$ cat src/ttc_pkg.sv
// ttc_pkg: constants and types shared by the thermal throttle controller files
// assumes a 20 MHz core clock; all times are turned into cycle counts here
package ttc_pkg;
    localparam int unsigned CLOCK_HZ        = 20_000_000;
    localparam int unsigned CLOCK_PERIOD_NS = 1_000_000_000 / CLOCK_HZ;
    // modulation timing: off interval at most 3.0 us, fixed duty about 40 % on
    localparam int unsigned MOD_OFF_MAX_NS  = 3000;
    localparam int unsigned MOD_OFF_CYC     = MOD_OFF_MAX_NS / CLOCK_PERIOD_NS;
    localparam int unsigned MOD_ON_CYC      = (MOD_OFF_CYC * 2) / 3;
    // frequency switch time, about 5 us
    localparam int unsigned FSWITCH_NS      = 5000;
    localparam int unsigned FSWITCH_CYC     = (FSWITCH_NS + CLOCK_PERIOD_NS - 1) / CLOCK_PERIOD_NS;
    // voltage code and ratio widths
    localparam int unsigned VID_W           = 6;
    localparam int unsigned RATIO_W         = 5;
    localparam int unsigned CNT_W           = 16;
    localparam logic [CNT_W-1:0] CNT_ZERO   = 16'h0000;
    localparam logic [CNT_W-1:0] CNT_ONE    = 16'h0001;
    localparam logic [VID_W-1:0] VID_ONE    = 6'h01;

    typedef enum logic {
        TTC_MODE_MODULATE,
        TTC_MODE_FREQ_VOLT
    } ttc_mode_e;

    typedef enum {
        TTC_NORMAL,
        TTC_FSWITCH_DOWN,
        TTC_VID_DOWN,
        TTC_THROTTLED,
        TTC_VID_UP,
        TTC_FSWITCH_UP
    } ttc_fv_state_e;
endpackage : ttc_pkg

$ cat src/ttc_hyst_if.sv
// ttc_hyst_if: carries the hot level into the hysteresis timer and its verdict out
// assumes both ends run on the same core clock
`timescale 1ns/1ps
`default_nettype none
interface ttc_hyst_if;
    logic hot;
    logic active;
    modport ctrl  (output hot, input active);
    modport timer (input hot, output active);
endinterface : ttc_hyst_if
`default_nettype wire

$ cat src/ttc_hyst_timer.sv
// ttc_hyst_timer: holds the thermal control circuit active until the die has been
// below the limit for a full hysteresis period
// assumes a synchronous hot level and a released active-low reset
`timescale 1ns/1ps
`default_nettype none
module ttc_hyst_timer #(
    parameter int unsigned HYST_CYC = 1000
) (
    // clock and reset
    input  wire logic clock_in,
    input  wire logic reset_n_in,
    // hysteresis link
    ttc_hyst_if.timer hyst
);
    import ttc_pkg::*;

    // the hold assertion below spans eight cycles, so shorter timers are refused
    if (HYST_CYC < 8 || HYST_CYC >= (1 << CNT_W)) begin : g_bad_hyst
        $error("HYST_CYC out of range");
    end

    localparam logic [CNT_W-1:0] HYST_LOAD = CNT_W'(HYST_CYC);
    logic [CNT_W-1:0] count;
    logic             active;

    // re-arming on every hot cycle stops rapid on/off flapping near the limit
    always_ff @(posedge clock_in or negedge reset_n_in) begin
        if (!reset_n_in) begin
            active <= 1'b0;
            count  <= CNT_ZERO;
        end else if (hyst.hot) begin
            active <= 1'b1;
            count  <= HYST_LOAD;
        end else if (active && count == CNT_ONE) begin
            active <= 1'b0;
            count  <= CNT_ZERO;
        end else if (active) begin
            count  <= count - CNT_ONE;
        end
    end
    assign hyst.active = active;

    property p_hyst_hold;
        @(posedge clock_in) disable iff (!reset_n_in)
        $fell(hyst.hot) |-> hyst.active [*8];
    endproperty
    a_hyst_hold: assert property (p_hyst_hold) else $error("left active too soon");
endmodule : ttc_hyst_timer
`default_nettype wire

$ cat src/ttc_throttle.sv
// ttc_throttle: on-die thermal throttle control, top module
// What this block does
// - modulate core clock at fixed duty when active
// - each clock-off interval at most 3.0 us
// - duty cycle fixed, no input changes it
// - trip threshold internal, not configurable or visible
// - keep snooping, latch interrupts, serve when on
// - deactivate only after cool plus hysteresis expiry
// - two operating points, normal and throttled
// - activation first drops frequency, about 5 us
// - block bus requests during frequency switch
// - latch edge interrupts during frequency switch
// - step voltage code one entry at a time
// - keep executing while voltage code steps
// - exit restores voltage first, then frequency
// - thermal alert low whenever die is hot
// assumes die_hot_in comes from the internal sensor comparator, synchronous to clock_in
`timescale 1ns/1ps
`default_nettype none
module ttc_throttle #(
    parameter int unsigned            HYST_CYC   = 1000,
    parameter logic [ttc_pkg::RATIO_W-1:0] LOW_RATIO = 5'h0_8,
    parameter logic [ttc_pkg::VID_W-1:0]   LOW_VID   = 6'h1_8
) (
    // clock and reset
    input  wire logic                         clock_in,
    input  wire logic                         reset_n_in,
    // thermal sensing and configuration
    input  wire logic                         die_hot_in,
    input  wire ttc_pkg::ttc_mode_e           mode_in,
    input  wire logic [ttc_pkg::RATIO_W-1:0]  normal_ratio_in,
    input  wire logic [ttc_pkg::VID_W-1:0]    normal_vid_in,
    // interrupts
    input  wire logic                         irq_edge_in,
    input  wire logic                         irq_ack_in,
    output logic                              irq_service_out,
    // bus and core
    output logic                              bus_block_out,
    output logic                              core_clock_en_out,
    output logic                              snoop_en_out,
    output logic                              exec_en_out,
    // operating point
    output logic [ttc_pkg::RATIO_W-1:0]       ratio_out,
    output logic [ttc_pkg::VID_W-1:0]         voltage_id_code_out,
    output logic                              voltage_id_code_oe_n_out,
    // alert pin
    output logic                              thermal_alert_n_out,
    output logic                              thermal_alert_n_oe_n_out,
    output logic                              tcc_active_out
);
    import ttc_pkg::*;

    if (LOW_RATIO == '0) begin : g_bad_ratio
        $error("LOW_RATIO must be nonzero");
    end

    localparam logic [CNT_W-1:0] OFF_LOAD = CNT_W'(MOD_OFF_CYC - 1);
    localparam logic [CNT_W-1:0] ON_LOAD  = CNT_W'(MOD_ON_CYC - 1);
    localparam logic [CNT_W-1:0] SW_LOAD  = CNT_W'(FSWITCH_CYC - 1);
    localparam int unsigned      OFF_SPAN = MOD_OFF_CYC;

    logic rst_meta, reset_n;
    always_ff @(posedge clock_in or negedge reset_n_in) begin
        if (!reset_n_in) begin
            rst_meta <= 1'b0;
            reset_n  <= 1'b0;
        end else begin
            rst_meta <= 1'b1;
            reset_n  <= rst_meta;
        end
    end

    // the trip point lives in the sensor; no register reaches it
    ttc_hyst_if hyst ();
    assign hyst.hot = die_hot_in;
    ttc_hyst_timer #(.HYST_CYC(HYST_CYC)) u_hyst (
        .clock_in   (clock_in),
        .reset_n_in (reset_n),
        .hyst       (hyst)
    );
    logic active;
    assign active = hyst.active;

    // clock modulation; duty comes from package constants only
    logic             mod_on;
    logic [CNT_W-1:0] mod_cnt;
    always_ff @(posedge clock_in or negedge reset_n) begin
        if (!reset_n) begin
            mod_on  <= 1'b1;
            mod_cnt <= CNT_ZERO;
        end else if (!(active && mode_in == TTC_MODE_MODULATE)) begin
            mod_on  <= 1'b1;
            mod_cnt <= CNT_ZERO;
        end else if (mod_cnt != CNT_ZERO) begin
            mod_cnt <= mod_cnt - CNT_ONE;
        end else begin
            mod_on  <= !mod_on;
            mod_cnt <= mod_on ? OFF_LOAD : ON_LOAD;
        end
    end
    assign core_clock_en_out = mod_on;
    assign snoop_en_out      = 1'b1;

    // frequency / voltage sequencer
    ttc_fv_state_e    state;
    logic [CNT_W-1:0] sw_cnt;
    logic [RATIO_W-1:0] ratio;
    logic [VID_W-1:0]   voltage_id_code;
    logic want_low;
    assign want_low = active && mode_in == TTC_MODE_FREQ_VOLT;

    always_ff @(posedge clock_in or negedge reset_n) begin
        if (!reset_n) begin
            state  <= TTC_NORMAL;
            sw_cnt <= CNT_ZERO;
        end else begin
            unique case (state)
                TTC_NORMAL: begin
                    if (want_low) begin
                        state  <= TTC_FSWITCH_DOWN;
                        sw_cnt <= SW_LOAD;
                    end
                end
                TTC_FSWITCH_DOWN: begin
                    if (sw_cnt == CNT_ZERO) state <= TTC_VID_DOWN;
                    else sw_cnt <= sw_cnt - CNT_ONE;
                end
                TTC_VID_DOWN: begin
                    if (!want_low) state <= TTC_VID_UP;
                    else if (voltage_id_code == LOW_VID) state <= TTC_THROTTLED;
                end
                TTC_THROTTLED: begin
                    if (!want_low) state <= TTC_VID_UP;
                end
                TTC_VID_UP: begin
                    if (voltage_id_code == normal_vid_in) begin
                        state  <= TTC_FSWITCH_UP;
                        sw_cnt <= SW_LOAD;
                    end
                end
                TTC_FSWITCH_UP: begin
                    if (sw_cnt == CNT_ZERO) state <= TTC_NORMAL;
                    else sw_cnt <= sw_cnt - CNT_ONE;
                end
            endcase
        end
    end

    // ratio changes at the start of each switch window
    always_ff @(posedge clock_in or negedge reset_n) begin
        if (!reset_n) begin
            ratio <= '0;
        end else if (state == TTC_NORMAL && !want_low) begin
            ratio <= normal_ratio_in;
        end else if (state == TTC_NORMAL) begin
            ratio <= LOW_RATIO;
        end else if (state == TTC_VID_UP && voltage_id_code == normal_vid_in) begin
            ratio <= normal_ratio_in;
        end
    end

    // one code entry per cycle toward the target, down or up
    always_ff @(posedge clock_in or negedge reset_n) begin
        if (!reset_n) begin
            voltage_id_code <= '0;
        end else if (state == TTC_NORMAL || state == TTC_FSWITCH_UP) begin
            voltage_id_code <= normal_vid_in;
        end else if (state == TTC_VID_DOWN && want_low && voltage_id_code != LOW_VID) begin
            voltage_id_code <= (voltage_id_code > LOW_VID) ? voltage_id_code - VID_ONE : voltage_id_code + VID_ONE;
        end else if (state == TTC_VID_UP && voltage_id_code != normal_vid_in) begin
            voltage_id_code <= (voltage_id_code > normal_vid_in) ? voltage_id_code - VID_ONE : voltage_id_code + VID_ONE;
        end
    end

    logic switching;
    assign switching = state == TTC_FSWITCH_DOWN || state == TTC_FSWITCH_UP;
    assign bus_block_out = switching;
    assign exec_en_out   = !switching && mod_on;
    assign ratio_out     = ratio;
    assign voltage_id_code_out      = voltage_id_code;
    assign voltage_id_code_oe_n_out = 1'b0;

    // pending interrupt; a new edge wins over a same-cycle acknowledge
    logic irq_pend;
    always_ff @(posedge clock_in or negedge reset_n) begin
        if (!reset_n) irq_pend <= 1'b0;
        else if (irq_edge_in) irq_pend <= 1'b1;
        else if (irq_ack_in) irq_pend <= 1'b0;
    end
    assign irq_service_out = irq_pend && mod_on && !switching;

    // open-drain alert: drive low while hot, regardless of mode
    assign thermal_alert_n_out      = 1'b0;
    assign thermal_alert_n_oe_n_out = !die_hot_in;
    assign tcc_active_out           = active;

    property p_off_bound;
        @(posedge clock_in) disable iff (!reset_n)
        $fell(mod_on) |-> ##[1:OFF_SPAN] mod_on;
    endproperty
    a_off_bound: assert property (p_off_bound) else $error("clock off too long");

    property p_mod_only_active;
        @(posedge clock_in) disable iff (!reset_n)
        !active |=> mod_on;
    endproperty
    a_mod_only_active: assert property (p_mod_only_active) else $error("stray modulation");

    property p_switch_len;
        @(posedge clock_in) disable iff (!reset_n)
        $rose(switching) |-> switching [*8];
    endproperty
    a_switch_len: assert property (p_switch_len) else $error("switch too short");

    property p_block;
        @(posedge clock_in) disable iff (!reset_n)
        switching |-> bus_block_out && !irq_service_out;
    endproperty
    a_block: assert property (p_block) else $error("bus open in switch");

    property p_vid_step;
        @(posedge clock_in) disable iff (!reset_n)
        (state == TTC_VID_DOWN && $past(state) == TTC_VID_DOWN)
            |-> (voltage_id_code == $past(voltage_id_code) - VID_ONE || voltage_id_code == $past(voltage_id_code) + VID_ONE || voltage_id_code == $past(voltage_id_code));
    endproperty
    a_vid_step: assert property (p_vid_step) else $error("code jumped");

    property p_vid_first;
        @(posedge clock_in) disable iff (!reset_n)
        (state == TTC_FSWITCH_UP) |-> voltage_id_code == normal_vid_in;
    endproperty
    a_vid_first: assert property (p_vid_first) else $error("frequency before voltage");

    property p_alert;
        @(posedge clock_in) disable iff (!reset_n)
        die_hot_in |-> !thermal_alert_n_oe_n_out;
    endproperty
    a_alert: assert property (p_alert) else $error("alert missing");

    property p_irq_keep;
        @(posedge clock_in) disable iff (!reset_n)
        irq_edge_in |=> irq_pend;
    endproperty
    a_irq_keep: assert property (p_irq_keep) else $error("interrupt lost");
endmodule : ttc_throttle
`default_nettype wire

$ cat config.mk
export PLATFORM = sky130hd
export DESIGN_NAME = ttc_throttle
export DESIGN_NICKNAME = d
export VERILOG_FILES = /design/src/ttc_pkg.sv /design/src/ttc_hyst_if.sv /design/src/ttc_hyst_timer.sv /design/src/ttc_throttle.sv
export SDC_FILE = /design/constraint.sdc
export NUM_CORES = 1
export LEC_CHECK = 0
export BUFFER_PORTS_ARGS = -buffer_cell sky130_fd_sc_hd__buf_4
export CAP_MARGIN = 20
export CORE_MARGIN = 2
export CORE_UTILIZATION = 39
export CTS_CLUSTER_SIZE = 16
export DETAILED_ROUTE_END_ITERATION = 12
export GPL_ROUTABILITY_DRIVEN = 0
export PLACE_DENSITY = 0.57
export SLEW_MARGIN = 30
export SYNTH_ARGS = -nofsm -noshare
export SYNTH_HDL_FRONTEND = slang
export SYNTH_SLANG_ARGS = --single-unit
$ cat constraint.sdc
create_clock -name clock_in -period 2.65 [get_ports clock_in]
set_clock_uncertainty 0.15 [all_clocks]
set_input_delay 0.795 -clock clock_in [delete_from_list [all_inputs] [get_ports clock_in]]
set_output_delay 0.795 -clock clock_in [all_outputs]
set_load 0.1 [all_outputs]
# Yosys cells after proc, flatten, opt, wreduce, memory -nomap -nowiden
# Index checks and enable logic that the tools add are counted.
# classes
muxes,32
n_lt_le_gt_ge,2
bitwise,1
add_sub_neg,5
reduce_logical,30
n_eq_ne,22
# ops
op,count
$mux 32,7
$pmux 32 s6,1
$mux 16,8
$eq 32x2->1 const B,3
$eq 32x3->1 const B,3
$eq 32x4->1 const B,2
$logic_not 32->1,2
$pmux 16 s3,1
$sub 16x1->16 const B,3
$eq 32x1->1 const B,1
$mux 6,5
$mux 5,4
$eq 16x1->1 const B,1
$logic_not 16->1,1
$reduce_bool 16->1,1
$ne 2x2->1 const B,7
$reduce_bool 3->1,4
$logic_and 1x1->1,11
$add 6x1->6 const B,1
$eq 6x5->1 const B,1
$eq 6x6->1,1
$gt 6x5->1 const B,1
$gt 6x6->1,1
$mux 1,6
11 further kinds,16
# word_totals
in_bits,17
register_bits,96
out_inout_bits,20
elab_cells,103

# Longest topological paths before layout
# depth
word_depth,5
depth_mapped,9

# Hierarchy
# Synthesis repeated with hierarchy kept, for this count alone.
# hier_totals
hier_cells,428
area_unflattened_um2,3968.8
# by_module_without_submodules
mod,cells_each,instances,area_each_um2
ttc_throttle,322,1,2939.1
ttc_hyst_timer,106,1,1029.7

# Worst setup path before layout
# No wires, ideal clock.
# synth_path
kind,register -> register
start,"register voltage_id_code[0], in the netlist voltage_id_code_out[0]"
end,"register voltage_id_code[1], in the netlist voltage_id_code_out[1]"
synth_period_minus_slack_ps,3058
arrival_time_ps,2773
path_slack_ps,-408
required_ps,2365
path_stages_with_launch,9
setup_ps,135
path_cell_list,dfrtp_1 inv_1 ha_1 nor3b_1 a311o_1 a211o_1 clkbuf_1 a22oi_1 o31ai_1
# synth_via
elab_chain_len,5
word_cells_on_any_way,14
cone_classes,add/sub (2); order compare (2); eq/ne (2); mux (5); reduce/logical (3)
# synth_rtl
element,line_no,source
"start, declared",ttc_throttle.sv:108,logic [VID_W-1:0] voltage_id_code;
"start signal, assigned",ttc_throttle.sv:167,voltage_id_code <= normal_vid_in;
"start signal, assigned",ttc_throttle.sv:169,voltage_id_code <= (voltage_id_code > LOW_VID) ? voltage_id_code - VID_ONE : voltage_id_code + VID_ONE;
"start signal, assigned",ttc_throttle.sv:171,voltage_id_code <= (voltage_id_code > normal_vid_in) ? voltage_id_code - VID_ONE : voltage_id_code + VID_ONE;
$add 6x1->6 (tied with other cells),"ttc_throttle.sv:169, ttc_throttle.sv:171",
$mux 6,ttc_throttle.sv:171,
$mux 6,ttc_throttle.sv:170,end else if (state == TTC_VID_UP && voltage_id_code != normal_vid_in) begin
$mux 6,ttc_throttle.sv:168,end else if (state == TTC_VID_DOWN && want_low && voltage_id_code != LOW_VID) begin
$mux 6,ttc_throttle.sv:166,end else if (state == TTC_NORMAL || state == TTC_FSWITCH_UP) begin
# Several ways; a longest one is shown, not always the timed one. The select of a mux whose other input is x is not followed.
# A chain may end at the register's enable or synchronous reset.

# Worst setup path in the final report
# layout_path
start,input port normal_vid_in[5] in the netlist's numbering
end,"register voltage_id_code[4], in the netlist voltage_id_code_out[4]"
# layout_via
elab_chain_len,5
word_cells_on_any_way,8
cone_classes,order compare (1); eq/ne (1); mux (4); reduce/logical (2)
# layout_rtl
element,line_no,source
"start, declared",ttc_throttle.sv:32,"input wire logic [ttc_pkg::VID_W-1:0] normal_vid_in,"
$gt 6x6->1,ttc_throttle.sv:171,
$mux 6,ttc_throttle.sv:171,
$mux 6,ttc_throttle.sv:170,
$mux 6,ttc_throttle.sv:168,
$mux 6,ttc_throttle.sv:166,
# Several ways; a longest one is shown, not always the timed one. The select of a mux whose other input is x is not followed.

==> flow_summary.ini <==
[finish]
drive_gt1_frac = 0.204
fill_cells = 954
final_area_um2 = 4660
n_antenna_cell = 0
nets = 507
syn2layout_area_growth_pct = 19.0

[worst_setup_path]
cp.required_ns = 2.73
worstSetupPathType = input pin to register
end_kind = register
cp.arrival_ns = 2.54
startpoint_type = input pin
path_max_fanout = 5

[status]
outcome = finished, final reports clean

[clock_network]
post_cts_buffers = 0
numClockSinks = 67
ctsHtreeMaxLevel = 3
root_buffer = clkbuf_8
cts_hold_buffers = 0
cts_tree = yes
cts.clk_slew.worst_paths_ns = 0.08
clock_latency_ns = 0.35
cts_repair_resize_count = 0
cts_buffers = 9
cts_max_path_buffers = 2

[sta]
hold_viol = 0
period_share = 0.928
slew_headroom = 0.517
rsz0062_at_grt = false
finalCriticalPeriod_ns = 2.46
maxSlewViolCount = 0
max_freq_ghz = 0.406
setup_violations = 0
fin_setup_tns_ns = 0
whs_ns = 0.0618
worstMarginPinSlew_ns = 0.724

[global_routing]
grt_pass1_vias = 2937
grt_max_degree = 32
grt_pass1_wl_um = 13900
antenna_found_initial = 0
grt_overflow = 0
grt_use_total = 0.156

[die]
initial_core_util = 0.401
num_rows = 36
die_y_um = 104
ios = 37
fp.dieW_um = 104
dieArea_um2 = 10900
coreArea_um2 = 9770

[logic_synthesis]
synth-main-ff-cell = dfrtp_1
syn_avg_cell_area_um2 = 9.35
yosysUniqueCellTypes = 61
synth_top_area_frac = 0.422
yosys_register_bits = 67
async_flop_share = 1.00
yosys-top-cells-area = dfrtp_1 42%, nor2_1 5.6%, xor2_1 5.1%
synth_edf_count = 0
synth_area_leader_cell = dfrtp_1
yosysSeqAreaShare = 0.428
syn-cell-area_um2 = 3920
ys_warn_count = 0
syn_inst = 419

[place]
hpwl_um = 5890
placed_area_um2 = 4460
io_buffers = 33

[detailed_routing]
vias_per_cell = 5.06
drc = 0
drtAntennaViolNets = 0
detail_route.wl_per_cell_um = 13.3
drt-initial-drc-count = 123
routed_wl_um = 8160
vias = 3101
drt_first_pass_iters = 4

[power]
vdd_drop_max_mv = 1.03
powerDensity_nw_per_um2 = 1230
p_leak_nw = 2.09

[worst_hold_path]
hold_class = input pin to async pin

[flow_run]
max_cap_viol_count = 0
==> placed cells by master, fill, tap and decap left out, drive strengths merged, types with 10 or more instances in the layout <==
cell    count
a21oi      19
buf        56
clkbuf     13
dfrtp      66
ha         15
inv        20
nand2      34
nand3      21
nor2       59
nor3       17
nor4       10
o21ai      18
xnor2      22
xor2       23
==> stage by stage <==
step / std cells / setup slack (ns) / power [mW] / util
after floorplan: 421 / 0.0101 / 4.10 / -
after global placement: 597 / -0.109 / 4.84 / 0.456
after detailed placement: 597 / -0.146 / 4.88 / 0.456
after CTS: 613 / 0.168 / 5.79 / 0.477
after global routing: 613 / 0.0639 / 6.15 / 0.477
final: 613 / 0.190 / 5.74 / 0.477
==> critical path: stages <==
cell     delay [ns]
buf_4          0.08
inv_1          0.03
ha_1           0.30
and4_1         0.29
o21ai_0        0.14
a31oi_1        0.29
o21a_1         0.28
nor3_1         0.09
o31a_1         0.24
==> where the power goes <==
part / switching, mW / internal [mW] / total (mW)
Combinational: 2.13 / 1.12 / 3.25
Clock: 0.401 / 0.489 / 0.890
Sequential: 0.278 / 1.32 / 1.59
Total: 2.81 / 2.92 / 5.74
==> flip-flops by register name, indices dropped and copies added (netlist names) <==
signal	count
reset_n	1
u_hyst.hyst.active	1
u_hyst.count	16
irq_pend	1
voltage_id_code_out	6
core_clock_en_out	1
ratio_out	5
mod_cnt	16
rst_meta	1
state	3
sw_cnt	16
==> routing by layer <==
layer | part of all wire | GRT usage | routed length [um]
met1 | 0.48 | 0.213 | 3940
met2 | 0.47 | 0.246 | 3810
met5 | 0 | 0 | 0
met3 | 0.040 | 0.0414 | 323
met4 | 0.010 | 0.0396 | 82
==> cells in the mapped netlist, drive strengths merged, types with 2 or more instances <==
| master | number |
|---|---|
| buf | 7 |
| nor3 | 17 |
| nor2b | 4 |
| nand2b | 4 |
| inv | 20 |
| dfrtp | 66 |
| nand3b | 5 |
| xnor2 | 22 |
| nand4b | 5 |
| a31oi | 4 |
| a21oi | 19 |
| a211oi | 3 |
| nor4 | 10 |
| nand3 | 21 |
| o221ai | 2 |
| ha | 15 |
| a311o | 2 |
| a21o | 2 |
| clkbuf | 6 |
| conb | 2 |
| mux2i | 2 |
| or4 | 4 |
| nor2 | 59 |
| nand4 | 5 |
| xor2 | 23 |
| or3 | 4 |
| and4 | 3 |
| nand2 | 34 |
| a22oi | 4 |
| o211ai | 2 |
| nor3b | 3 |
| o21ai | 18 |
| and2 | 5 |
| and3 | 3 |
==> worst paths after layout <==
path | from | endpoint | slack (ns) | cells after the start
max reg2reg | voltage_id_code_out[0]$_DFFE_PN0P_ | voltage_id_code_out[5]$_DFFE_PN0P_ | 0.27 | 8
max in group asynchronous | reset_n$_DFF_PN0_ | core_clock_en_out$_DFFE_PN1P_ | 1.50 | 1
min in group clock_in | rst_meta$_DFF_PN0_ | reset_n$_DFF_PN0_ | 0.19 | 0
max | normal_vid_in[5] | voltage_id_code_out[4]$_DFFE_PN0P_ | 0.19 | 9
min | reset_n_in | reset_n$_DFF_PN0_ | 0.06 | 1
min reg2reg | reset_n$_DFF_PN0_ | u_hyst.count[13]$_DFFE_PN0P_ | 0.18 | 0
==> final cells by class <==
cell class	instances	area [um^2]	area share
well taps	133	166	0.0357
clock buffers	13	159	0.0341
inverters	20	75.1	0.0161
multi-input cells	321	2100	0.450
repair buffers	56	433	0.0928
flip-flops and latches	67	1690	0.362
clock inverters	3	46.3	0.00993
==> kinds of logic (layout without fill, tap and decap cells) <==
kind of cell	count (synthesis)	in the layout	share of synthesized area
buf+inv	33	92	0.0390
simple gates	190	190	0.271
other cells	2	4	0.00192
mux	3	3	0.00894
xor+xnor	45	45	0.101
compound gates	64	64	0.103
fa+ha+maj	15	15	0.0479
flops	67	67	0.428
Note: power is estimated with default switching activity, not from simulation.
